File: src/rtl/adc_port_pkg.sv
// shared constants, register map and mode states of the audio output port
package adc_port_pkg;

  // ==========================================================
  // register map (byte addresses on the wishbone bus)
  localparam logic [7:0] REG_CTRL = 8'h00;
  localparam logic [7:0] REG_PCM_DATA0 = 8'h04;
  localparam logic [7:0] REG_PCM_DATA1 = 8'h08;
  localparam logic [7:0] REG_STREAM_DATA = 8'h0c;
  localparam logic [7:0] REG_STATUS = 8'h10;

  // ==========================================================
  // control register fields
  localparam int CTRL_FORMAT_BIT = 0;
  localparam int CTRL_EDGE_BIT = 1;
  localparam int CTRL_RATE_LSB = 2;
  localparam int CTRL_TDM_LSB = 4;
  localparam int CTRL_SRST_BIT = 6;
  localparam int CTRL_PWR_LSB = 8;
  localparam logic [31:0] CTRL_RESET = 32'h0000_0f40;

  // ==========================================================
  // status register fields
  localparam int STAT_VALID_BIT = 0;
  localparam int STAT_RESET_BIT = 1;
  localparam int STAT_MASTER_BIT = 2;
  localparam int STAT_STREAM_BIT = 3;
  localparam int STAT_SLAVE_BIT = 4;
  localparam int STAT_COUNT_LSB = 16;

  // ==========================================================
  // field encodings
  localparam logic FMT_PCM = 1'b0;
  localparam logic FMT_STREAM = 1'b1;
  localparam logic [1:0] RATE_64 = 2'h0;
  localparam logic [1:0] RATE_128 = 2'h1;
  localparam logic [1:0] RATE_256 = 2'h2;
  localparam logic [1:0] TDM_NORMAL = 2'h0;
  localparam logic [1:0] TDM_128 = 2'h1;
  localparam logic [1:0] TDM_256 = 2'h2;
  localparam logic [1:0] TDM_512 = 2'h3;

  // ==========================================================
  // frame shapes in bit clocks
  localparam logic [9:0] FRAME_BITS_NORMAL = 10'h040;
  localparam logic [9:0] FRAME_BITS_128 = 10'h080;
  localparam logic [9:0] FRAME_BITS_256 = 10'h100;
  localparam logic [9:0] FRAME_BITS_512 = 10'h200;
  localparam logic [9:0] FRAME_HIGH_BITS = 10'h020;

  // ==========================================================
  // timing
  localparam int MCLK_PERIOD_NS = 10;
  localparam int PD_REJECT_NS = 30;
  localparam int PD_MIN_NS = 150;
  localparam int PD_REJECT_CYC_INT = (PD_REJECT_NS + MCLK_PERIOD_NS - 1) / MCLK_PERIOD_NS;
  localparam logic [3:0] PD_REJECT_CYC = 4'(PD_REJECT_CYC_INT);
  localparam logic [9:0] VALID_FRAMES = 10'h247;
  localparam logic [7:0] BCLK_HALF_CYC = 8'h08;
  localparam logic [7:0] STREAM_BIT_CLOCK_HALF_64 = 8'h08;
  localparam logic [7:0] STREAM_BIT_CLOCK_HALF_128 = 8'h04;
  localparam logic [7:0] STREAM_BIT_CLOCK_HALF_256 = 8'h02;

  // ==========================================================
  // operating modes
  typedef enum logic [1:0] {
    MODE_RESET,
    MODE_PCM_MASTER,
    MODE_PCM_SLAVE,
    MODE_STREAM
  } mode_e;

endpackage

File: src/rtl/adc_audio_output_port.sv
// audio output port: pcm master/slave framing, stream output, wishbone registers
`timescale 1ns/10ps

module adc_audio_output_port
  import adc_port_pkg::*;
(
  input wire logic i_mclk,
  input wire logic i_sys_rst,
  // wishbone classic slave
  input wire logic i_wb_cyc,
  input wire logic i_wb_stb,
  input wire logic i_wb_we,
  input wire logic [7:0] i_wb_adr,
  input wire logic [3:0] i_wb_sel,
  input wire logic [31:0] i_wb_dat,
  output logic [31:0] o_wb_dat,
  output logic o_wb_ack,
  // pins
  input wire logic i_power_down_n,
  input wire logic i_clock_role_select,
  input wire logic i_serial_bit_clock,
  output logic o_serial_bit_clock,
  output logic o_serial_bit_clock_oe,
  input wire logic i_frame_clock,
  output logic o_frame_clock,
  output logic o_frame_clock_oe,
  output logic [1:0] o_pcm_data_out,
  output logic o_stream_bit_clock,
  output logic [1:0] o_stream_left_out,
  output logic [1:0] o_stream_right_out
);

  // ==========================================================
  // declarations
  logic [31:0] ctrl; // control register
  logic [31:0] pcm_word [2]; // per-line sample word
  logic [31:0] stream_word; // stream bit patterns, one byte per output
  logic [31:0] status; // assembled status word
  logic wb_req; // request pending this cycle
  logic pd_low; // filtered power-down level
  logic chan_reset; // all channels held in reset
  mode_e mode; // operating mode, changes only through reset
  logic role_s1; // role pin first stage
  logic role_s2; // role pin synchronised
  logic [1:0] role_ok; // both role stages hold real pin samples once bit 1 is set
  logic bclk_s1; // slave bit clock first stage
  logic bclk_s2; // slave bit clock synchronised
  logic bclk_s3; // delayed copy for edges
  logic frame_clock_s1; // slave frame clock first stage
  logic frame_clock_s2; // slave frame clock synchronised
  logic lr_prev; // frame clock at previous bit rise
  logic frame_pending; // slave frame start seen at a bit rise
  logic s_rise; // slave bit clock rising
  logic s_fall; // slave bit clock falling
  logic m_clk; // master bit clock
  logic m_rise; // master bit clock rising pulse
  logic m_fall; // master bit clock falling pulse
  logic bit_fall; // launch edge of the pcm bit clock
  logic [9:0] frame_bits; // bits in one frame
  logic [9:0] last_bit; // index of final bit in a frame
  logic [9:0] bit_cnt; // bit position in the frame
  logic [9:0] next_bit_cnt; // position after the next launch edge
  logic frame_out; // master frame clock level
  logic frame_rise_evt; // a new frame begins
  logic [9:0] valid_cnt; // frames counted since reset release
  logic pcm_valid; // pcm data may be shown
  logic [7:0] stream_bit_clock_half; // stream clock half period
  logic d_clk; // stream bit clock
  logic d_rise; // stream clock rising pulse
  logic d_fall; // stream clock falling pulse
  logic d_launch; // stream launch edge
  logic [2:0] stream_idx; // stream bit index within a byte
  logic [3:0] stream_bits; // stream outputs before mapping

  // ==========================================================
  // byte-lane merge for wishbone writes
  function automatic logic [31:0] merge_bytes(input logic [31:0] old_v,
                                              input logic [31:0] new_v,
                                              input logic [3:0] sel);
    logic [31:0] res;
    res = old_v;
    for (int b = 0; b < 4; b++)
    begin
      if (sel[b])
      begin
        res[8*b +: 8] = new_v[8*b +: 8];
      end
    end
    return res;
  endfunction

  // ==========================================================
  // wishbone slave
  assign wb_req = i_wb_cyc & i_wb_stb & ~o_wb_ack;

  // ack one cycle after the strobe, dropped the cycle after
  always_ff @(posedge i_mclk or posedge i_sys_rst)
  begin
    if (i_sys_rst)
    begin
      o_wb_ack <= 1'b0;
    end
    else
    begin
      o_wb_ack <= wb_req;
    end
  end

  // register writes, applied with the ack
  always_ff @(posedge i_mclk or posedge i_sys_rst)
  begin
    if (i_sys_rst)
    begin
      ctrl <= CTRL_RESET;
      pcm_word[0] <= 32'h0000_0000;
      pcm_word[1] <= 32'h0000_0000;
      stream_word <= 32'h0000_0000;
    end
    else if (wb_req && i_wb_we)
    begin
      case (i_wb_adr)
        REG_CTRL: ctrl <= merge_bytes(ctrl, i_wb_dat, i_wb_sel);
        REG_PCM_DATA0: pcm_word[0] <= merge_bytes(pcm_word[0], i_wb_dat, i_wb_sel);
        REG_PCM_DATA1: pcm_word[1] <= merge_bytes(pcm_word[1], i_wb_dat, i_wb_sel);
        REG_STREAM_DATA: stream_word <= merge_bytes(stream_word, i_wb_dat, i_wb_sel);
        // unmapped and status: write ignored
        default: ctrl <= ctrl;
      endcase
    end
  end

  // status word shows the block's own state
  always_comb
  begin
    status = 32'h0000_0000;
    status[STAT_VALID_BIT] = pcm_valid;
    status[STAT_RESET_BIT] = chan_reset;
    status[STAT_MASTER_BIT] = (mode == MODE_PCM_MASTER);
    status[STAT_STREAM_BIT] = (mode == MODE_STREAM);
    status[STAT_SLAVE_BIT] = (mode == MODE_PCM_SLAVE);
    status[STAT_COUNT_LSB +: 10] = valid_cnt;
  end

  // read data registered with the ack; unmapped reads zero
  always_ff @(posedge i_mclk or posedge i_sys_rst)
  begin
    if (i_sys_rst)
    begin
      o_wb_dat <= 32'h0000_0000;
    end
    else if (wb_req && !i_wb_we)
    begin
      case (i_wb_adr)
        REG_CTRL: o_wb_dat <= ctrl;
        REG_PCM_DATA0: o_wb_dat <= pcm_word[0];
        REG_PCM_DATA1: o_wb_dat <= pcm_word[1];
        REG_STREAM_DATA: o_wb_dat <= stream_word;
        REG_STATUS: o_wb_dat <= status;
        default: o_wb_dat <= 32'h0000_0000;
      endcase
    end
  end

  // ==========================================================
  // power-down and channel reset
  pd_filter u_pd_filter (
    .i_mclk(i_mclk),
    .i_sys_rst(i_sys_rst),
    .i_power_down_n(i_power_down_n),
    .o_held_low(pd_low)
  );

  // any reset source holds every channel
  assign chan_reset = pd_low | ~ctrl[CTRL_SRST_BIT] | (ctrl[CTRL_PWR_LSB +: 4] == 4'h0);

  // ==========================================================
  // pin synchronisers
  always_ff @(posedge i_mclk or posedge i_sys_rst)
  begin
    if (i_sys_rst)
    begin
      role_s1 <= 1'b0;
      role_s2 <= 1'b0;
      role_ok <= 2'h0;
      bclk_s1 <= 1'b0;
      bclk_s2 <= 1'b0;
      bclk_s3 <= 1'b0;
      frame_clock_s1 <= 1'b0;
      frame_clock_s2 <= 1'b0;
    end
    else
    begin
      role_s1 <= i_clock_role_select;
      role_s2 <= role_s1;
      role_ok <= {role_ok[0], 1'b1};
      bclk_s1 <= i_serial_bit_clock;
      bclk_s2 <= bclk_s1;
      bclk_s3 <= bclk_s2;
      frame_clock_s1 <= i_frame_clock;
      frame_clock_s2 <= frame_clock_s1;
    end
  end

  assign s_rise = bclk_s2 & ~bclk_s3;
  assign s_fall = ~bclk_s2 & bclk_s3;

  // ==========================================================
  // mode selection, latched once channel reset releases, held in reset while it is set
  always_ff @(posedge i_mclk or posedge i_sys_rst)
  begin
    if (i_sys_rst)
    begin
      mode <= MODE_RESET;
    end
    // wait for the role synchroniser to fill, else the reset value picks the role
    else if (chan_reset || !role_ok[1])
    begin
      mode <= MODE_RESET;
    end
    else
    begin
      case (mode)
        MODE_RESET:
        begin
          // format bit picks pcm or stream
          if (ctrl[CTRL_FORMAT_BIT] == FMT_STREAM)
          begin
            mode <= MODE_STREAM;
          end
          else if (role_s2)
          begin
            mode <= MODE_PCM_MASTER;
          end
          else
          begin
            mode <= MODE_PCM_SLAVE;
          end
        end
        MODE_PCM_MASTER: mode <= MODE_PCM_MASTER;
        MODE_PCM_SLAVE: mode <= MODE_PCM_SLAVE;
        MODE_STREAM: mode <= MODE_STREAM;
        default: mode <= MODE_RESET;
      endcase
    end
  end

  // ==========================================================
  // pcm framing
  // master bit clock from the reference
  clk_divider u_bclk_div (
    .i_mclk(i_mclk),
    .i_sys_rst(i_sys_rst),
    .i_run(mode == MODE_PCM_MASTER),
    .i_half(BCLK_HALF_CYC),
    .o_clk(m_clk),
    .o_rise(m_rise),
    .o_fall(m_fall)
  );

  // frame length from the frame format field
  always_comb
  begin
    case (ctrl[CTRL_TDM_LSB +: 2])
      TDM_128: frame_bits = FRAME_BITS_128;
      TDM_256: frame_bits = FRAME_BITS_256;
      TDM_512: frame_bits = FRAME_BITS_512;
      default: frame_bits = FRAME_BITS_NORMAL;
    endcase
    last_bit = frame_bits - 10'h001;
  end

  assign bit_fall = (mode == MODE_PCM_MASTER) ? m_fall : ((mode == MODE_PCM_SLAVE) & s_fall);

  // slave frame starts at a frame clock rise
  always_ff @(posedge i_mclk or posedge i_sys_rst)
  begin
    if (i_sys_rst)
    begin
      lr_prev <= 1'b0;
      frame_pending <= 1'b0;
    end
    else if (mode != MODE_PCM_SLAVE)
    begin
      lr_prev <= 1'b0;
      frame_pending <= 1'b0;
    end
    else if (s_rise)
    begin
      lr_prev <= frame_clock_s2;
      frame_pending <= frame_clock_s2 & ~lr_prev;
    end
  end

  // next bit position: master wraps on frame length, slave on frame clock
  always_comb
  begin
    if (mode == MODE_PCM_SLAVE)
    begin
      next_bit_cnt = frame_pending ? 10'h000 : bit_cnt + 10'h001;
    end
    else
    begin
      next_bit_cnt = (bit_cnt >= last_bit) ? 10'h000 : bit_cnt + 10'h001;
    end
  end

  assign frame_rise_evt = bit_fall & (next_bit_cnt == 10'h000);

  // bit counter and master frame clock, one period per sample
  always_ff @(posedge i_mclk or posedge i_sys_rst)
  begin
    if (i_sys_rst)
    begin
      bit_cnt <= 10'h3ff;
      frame_out <= 1'b0;
    end
    else if (mode == MODE_RESET || mode == MODE_STREAM)
    begin
      // restart so the first frame is whole
      bit_cnt <= last_bit;
      frame_out <= 1'b0;
    end
    else if (bit_fall)
    begin
      bit_cnt <= next_bit_cnt;
      frame_out <= (next_bit_cnt < FRAME_HIGH_BITS);
    end
  end

  // count frames after release before data is valid
  always_ff @(posedge i_mclk or posedge i_sys_rst)
  begin
    if (i_sys_rst)
    begin
      valid_cnt <= 10'h000;
    end
    else if (chan_reset)
    begin
      valid_cnt <= 10'h000;
    end
    else if (frame_rise_evt && valid_cnt < VALID_FRAMES)
    begin
      valid_cnt <= valid_cnt + 10'h001;
    end
  end

  assign pcm_valid = (valid_cnt == VALID_FRAMES);

  // shift each line msb first on the falling bit clock
  genvar gl;
  generate
    for (gl = 0; gl < 2; gl++)
    begin : g_pcm_line
      always_ff @(posedge i_mclk or posedge i_sys_rst)
      begin
        if (i_sys_rst)
        begin
          o_pcm_data_out[gl] <= 1'b0;
        end
        // static low while held or not yet valid
        else if (mode == MODE_RESET || mode == MODE_STREAM || !pcm_valid)
        begin
          o_pcm_data_out[gl] <= 1'b0;
        end
        else if (bit_fall)
        begin
          o_pcm_data_out[gl] <= pcm_word[gl][~next_bit_cnt[4:0]];
        end
      end
    end
  endgenerate

  // drive link clocks only as master
  assign o_serial_bit_clock = m_clk;
  assign o_serial_bit_clock_oe = (mode == MODE_PCM_MASTER);
  assign o_frame_clock = frame_out;
  assign o_frame_clock_oe = (mode == MODE_PCM_MASTER);

  // ==========================================================
  // stream output
  always_comb
  begin
    case (ctrl[CTRL_RATE_LSB +: 2])
      RATE_256: stream_bit_clock_half = STREAM_BIT_CLOCK_HALF_256;
      RATE_128: stream_bit_clock_half = STREAM_BIT_CLOCK_HALF_128;
      default: stream_bit_clock_half = STREAM_BIT_CLOCK_HALF_64;
    endcase
  end

  clk_divider u_stream_bit_clock_div (
    .i_mclk(i_mclk),
    .i_sys_rst(i_sys_rst),
    .i_run(mode == MODE_STREAM),
    .i_half(stream_bit_clock_half),
    .o_clk(d_clk),
    .o_rise(d_rise),
    .o_fall(d_fall)
  );

  assign d_launch = ctrl[CTRL_EDGE_BIT] ? d_rise : d_fall;
  assign o_stream_bit_clock = d_clk;

  // stream bit index walks each byte msb first
  always_ff @(posedge i_mclk or posedge i_sys_rst)
  begin
    if (i_sys_rst)
    begin
      stream_idx <= 3'h7;
    end
    else if (mode != MODE_STREAM)
    begin
      stream_idx <= 3'h7;
    end
    else if (d_launch)
    begin
      stream_idx <= stream_idx - 3'h1;
    end
  end

  // four stream outputs from the pattern bytes
  genvar gs;
  generate
    for (gs = 0; gs < 4; gs++)
    begin : g_stream_line
      always_ff @(posedge i_mclk or posedge i_sys_rst)
      begin
        if (i_sys_rst)
        begin
          stream_bits[gs] <= 1'b0;
        end
        else if (mode != MODE_STREAM)
        begin
          stream_bits[gs] <= 1'b0;
        end
        else if (d_launch)
        begin
          stream_bits[gs] <= stream_word[8*gs + 32'(stream_idx)];
        end
      end
    end
  endgenerate

  // byte 0 left 1, byte 1 right 1, byte 2 left 2, byte 3 right 2
  assign o_stream_left_out = {stream_bits[2], stream_bits[0]};
  assign o_stream_right_out = {stream_bits[3], stream_bits[1]};

endmodule

File: src/rtl/clk_divider.sv
// divider making a square bit clock with one-cycle edge pulses
`timescale 1ns/10ps
module clk_divider
  import adc_port_pkg::*;
(
  input wire logic i_mclk,
  input wire logic i_sys_rst,
  input wire logic i_run,
  input wire logic [7:0] i_half,
  output logic o_clk,
  output logic o_rise,
  output logic o_fall
);

  logic [7:0] cnt; // cycles into the current half period
  logic at_end; // last cycle of a half period

  assign at_end = (cnt == i_half - 8'h01);

  // half-period counter and clock toggle; stopped clock sits low
  always_ff @(posedge i_mclk or posedge i_sys_rst)
  begin
    if (i_sys_rst)
    begin
      cnt <= 8'h00;
      o_clk <= 1'b0;
      o_rise <= 1'b0;
      o_fall <= 1'b0;
    end
    else if (!i_run)
    begin
      cnt <= 8'h00;
      o_clk <= 1'b0;
      o_rise <= 1'b0;
      o_fall <= 1'b0;
    end
    else if (at_end)
    begin
      cnt <= 8'h00;
      o_clk <= ~o_clk;
      o_rise <= ~o_clk;
      o_fall <= o_clk;
    end
    else
    begin
      cnt <= cnt + 8'h01;
      o_rise <= 1'b0;
      o_fall <= 1'b0;
    end
  end

endmodule

File: src/rtl/pd_filter.sv
// power-down pin synchroniser with short-pulse rejection
`timescale 1ns/10ps
module pd_filter
  import adc_port_pkg::*;
(
  input wire logic i_mclk,
  input wire logic i_sys_rst,
  input wire logic i_power_down_n,
  output logic o_held_low
);

  logic pd_s1; // first sync stage, read only by pd_s2
  logic pd_s2; // synchronised pin level
  logic [3:0] low_cnt; // consecutive low cycles seen

  // two-stage synchroniser, idle high
  always_ff @(posedge i_mclk or posedge i_sys_rst)
  begin
    if (i_sys_rst)
    begin
      pd_s1 <= 1'b1;
      pd_s2 <= 1'b1;
    end
    else
    begin
      pd_s1 <= i_power_down_n;
      pd_s2 <= pd_s1;
    end
  end

  always_ff @(posedge i_mclk or posedge i_sys_rst)
  begin
    if (i_sys_rst)
    begin
      low_cnt <= 4'h0;
      o_held_low <= 1'b0;
    end
    else if (pd_s2)
    begin
      low_cnt <= 4'h0;
      o_held_low <= 1'b0;
    end
    else if (low_cnt < PD_REJECT_CYC)
    begin
      low_cnt <= low_cnt + 4'h1;
    end
    else
    begin
      o_held_low <= 1'b1;
    end
  end

endmodule

File: config.mk
export PLATFORM = sky130hd
export DESIGN_NAME = adc_audio_output_port
export DESIGN_NICKNAME = d
export VERILOG_FILES = /design/src/rtl/adc_port_pkg.sv /design/src/rtl/adc_audio_output_port.sv /design/src/rtl/clk_divider.sv /design/src/rtl/pd_filter.sv
export SDC_FILE = /design/constraint.sdc
export NUM_CORES = 1
export LEC_CHECK = 0
export ABC_AREA = 1
export BUFFER_PORTS_ARGS = -buffer_cell sky130_fd_sc_hd__buf_2
export CAP_MARGIN = 20
export CORE_AREA = 8 8 146 148
export DETAILED_ROUTE_END_ITERATION = 16
export DIE_AREA = 0 0 154 156
export PLACE_DENSITY = 0.88
export SLEW_MARGIN = 20
export SYNTH_ARGS = -nofsm -noshare
export SYNTH_HDL_FRONTEND = slang
export SYNTH_SLANG_ARGS = --single-unit
File: constraint.sdc
create_clock -name i_mclk -period 11.2 [get_ports i_mclk]
set_input_delay 2.8 -clock i_mclk [delete_from_list [all_inputs] [get_ports i_mclk]]
set_output_delay 2.8 -clock i_mclk [all_outputs]
set_load 0.005 [all_outputs]
==> impl_metrics.json <==
{
  "grt_max_degree": 157,
  "die_w_um": 154,
  "routed_wl_um": 31400,
  "synth_top_area_share_pct": 47.6,
  "yosys_warnings": 0,
  "utilization_pct": 65.9,
  "worst_slew_pin_slew_ns": 0.978,
  "synthAdderAreaFrac_pct": 1.68,
  "crit_fanout": 25,
  "die_height_um": 156,
  "cts_root_buffer": "clkbuf_16",
  "nNetsFinal": 1489,
  "drc_errors": 0,
  "fin_skew_ns": 0.0159,
  "max-slew-margin-rel_pct": 34.8,
  "async_flop_share_pct": 100,
  "row_count": 51,
  "synth_top_family_by_area": "simple AND/OR/NAND/NOR gates",
  "syn-instance-count": 1351,
  "drive_gt1_share_pct": 12.9,
  "stdcell_area_um2": 12600,
  "htreeDepth": 1,
  "synth_area_per_cell_um2": 8.25,
  "clk_latency_ns": 0.53,
  "cts.clk_slew.worst_paths_ns": 0.06,
  "path_cells": "buf_2, or3_1, nor2_2, nand2_1, inv_2, nand2_1, nand2_1, o21ai_0",
  "grt_pass1_wl_um": 50300,
  "setup_slack_ns": 6.33,
  "r2r_start": "bit_cnt[0]",
  "vdd_drop_max_uv": 112,
  "num_antenna_cells": 0,
  "period_needed_ns": 4.87,
  "synth_top_area_cell": "dfrtp_1",
  "start_util_pct": 58.4,
  "cp_common_cell": "nand2_1",
  "drv_cap": 0,
  "vias": 10200,
  "cts_hold_buffers": 0,
  "cellLeakagePower_nw": 5.88,
  "wl_per_cell_um": 18.8,
  "hold_end": "role_s2",
  "coreArea_um2": 19100,
  "crit_path_max_incr_delay_ns": 0.61,
  "grt_pass1_vias": 9999,
  "hold_violations": 0,
  "setup_viol": 0,
  "synth_edf_count": 0,
  "synth-seq-area-share_pct": 52.3,
  "cp.arrival_ns": 5.26,
  "die-area_um2": 24000,
  "critical_path_class": "in -> reg",
  "r2r_setup_slack_ns": 7.51,
  "drv_slew": 0,
  "track_usage_pct": 25.9,
  "hp-class": "reg -> reg",
  "rr_endpoint": "o_pcm_data_out[0]",
  "synthMuxAreaShare_pct": 0,
  "io_buffers": 96,
  "fmax_ghz": 0.205,
  "cts_inserted_buffers": 24,
  "critPathLaunchType": "input pin",
  "viasPerCell": 6.09,
  "ys_types": 45,
  "placed_cell_area_um2": 11700,
  "synth-main-ff-cell": "dfrtp_1",
  "ant_nets": 0,
  "cts.sinks": 232,
  "hold_depth": 0,
  "tritoncts": "built",
  "rsz0062_at_grt": "false",
  "hp-start": "role_s1",
  "synth.most_common_cell": "nand2_1",
  "r2r_cells": 12,
  "dpl.hpwl_um": 20600,
  "power_mw": 1.82,
  "synth_compound_area_share_pct": 16.5,
  "postCtsSetupBuffers": 0,
  "powerDensity_nw_per_um2": 145,
  "synth_area_leaders": "dfrtp_1 (48%), nand2_1 (12%), o21ai_0 (8.0%)",
  "fillCellCount": 1428,
  "period_share_pct": 43.5,
  "place_ws_ns": 5.89,
  "antenna_found_initial": 0,
  "synthTopCellsByCount": "nand2_1 (354), dfrtp_1 (212), o21ai_0 (178)",
  "cts_resized": 0,
  "drtIter0Drc": 1215,
  "synth_xor_area_share_pct": 0.629,
  "grt-ovfl-total": 0,
  "io_pins": 97,
  "required_ns": 11.59,
  "cp_slowest_cell": "inv_2",
  "dr.pass1.iters": 8,
  "synthesis.area_um2": 11100,
  "status": "finished, final reports clean",
  "setup_tns_ns": 0,
  "gp_congestion": 0.992,
  "synth_seq_cells": 232,
  "area_growth_pct": 12.8,
  "synthSimpleGateAreaFrac_pct": 21.5,
  "clockBufferDepth": 3,
  "endpoint_kind": "flop"
}
[metrics by stage]
stage | hold WS [ns] | instances
floorplan | 0.331 | 1352
global placement | 0.335 | 1633
detailed placement | 0.336 | 1633
CTS | 0.349 | 1676
global route | 0.353 | 1676
finish | 0.346 | 1676
[flip-flops by register name, indices dropped and copies added (netlist names), 8 cells and up]
register                    flops
u_bclk_div.cnt                  8
valid_cnt                      10
pcm_word                       64
bit_cnt                        10
o_wb_dat                       32
u_stream_bit_clock_div.cnt      8
stream_word                    32
ctrl                           32
[how the worst max path moves through the flow]
stage | startpoint | endpoint | slack (ns) | cells past startpoint
floorplan | i_sys_rst | bclk_s1 | 2.07 | 1
global placement | i_wb_adr[5] | pcm_word[12] | 6.01 | 9
detailed placement | i_wb_adr[5] | stream_word[29] | 5.89 | 8
CTS | i_wb_adr[5] | stream_word[29] | 6.42 | 8
global route | i_wb_adr[5] | stream_word[6] | 6.22 | 8
finish | i_wb_adr[5] | stream_word[29] | 6.33 | 8
[cells by family (layout without fill, tap and decap cells)]
family / count (synthesis) / in the layout
xor gates and xnor gates: 8 / 8
adders and majority gates: 15 / 15
and+or+nand+nor: 574 / 574
AOI/OAI and AO/OA: 318 / 318
DFF: 232 / 232
buffers and inverters: 203 / 289
other: 1 / 2
[layer usage]
layer	GRT usage [%]	wire length, um
met1	31.8	12200
met2	42.1	14600
met4	14.8	1770
met5	0	0
met3	5.12	2850
[report_power, final]
part | switching (mW) | internal (mW)
clock network | 0.333 | 0.527
logic | 0.0584 | 0.0293
registers | 0.0150 | 0.859
[area by class of cell]
cell class                      instances  area [um2]  share of cell area, %
Clock buffer                           35         702                   5.59
Clock inverter                          8         156                   1.24
Inverter                              145         557                   4.43
Multi-Input combinational cell        917        4500                   35.8
Sequential cell                       232        5830                   46.4
Tap cell                              238         298                   2.37
Timing Repair Buffer                  101         518                   4.12
[worst max-delay path: cells and delay by family]
family | cells | cell delay, ns
AO/OA/AOI/OAI | 1 | 0.10
buffers and inverters | 2 | 0.71
AND/OR/NAND/NOR | 5 | 1.63
[cell usage in the layout (no fill, tap or decap), types with 22 or more instances in the layout]
cell type	Yosys	final
dfrtp_1	212	212
o2111ai_1	22	22
nor2_1	78	78
inv_1	138	137
a21oi_1	55	55
nand3_1	92	92
clkbuf_16	0	24
nand2_1	354	354
buf_2	7	96
o21ai_0	178	178
(Power assumes the default switching activity.)
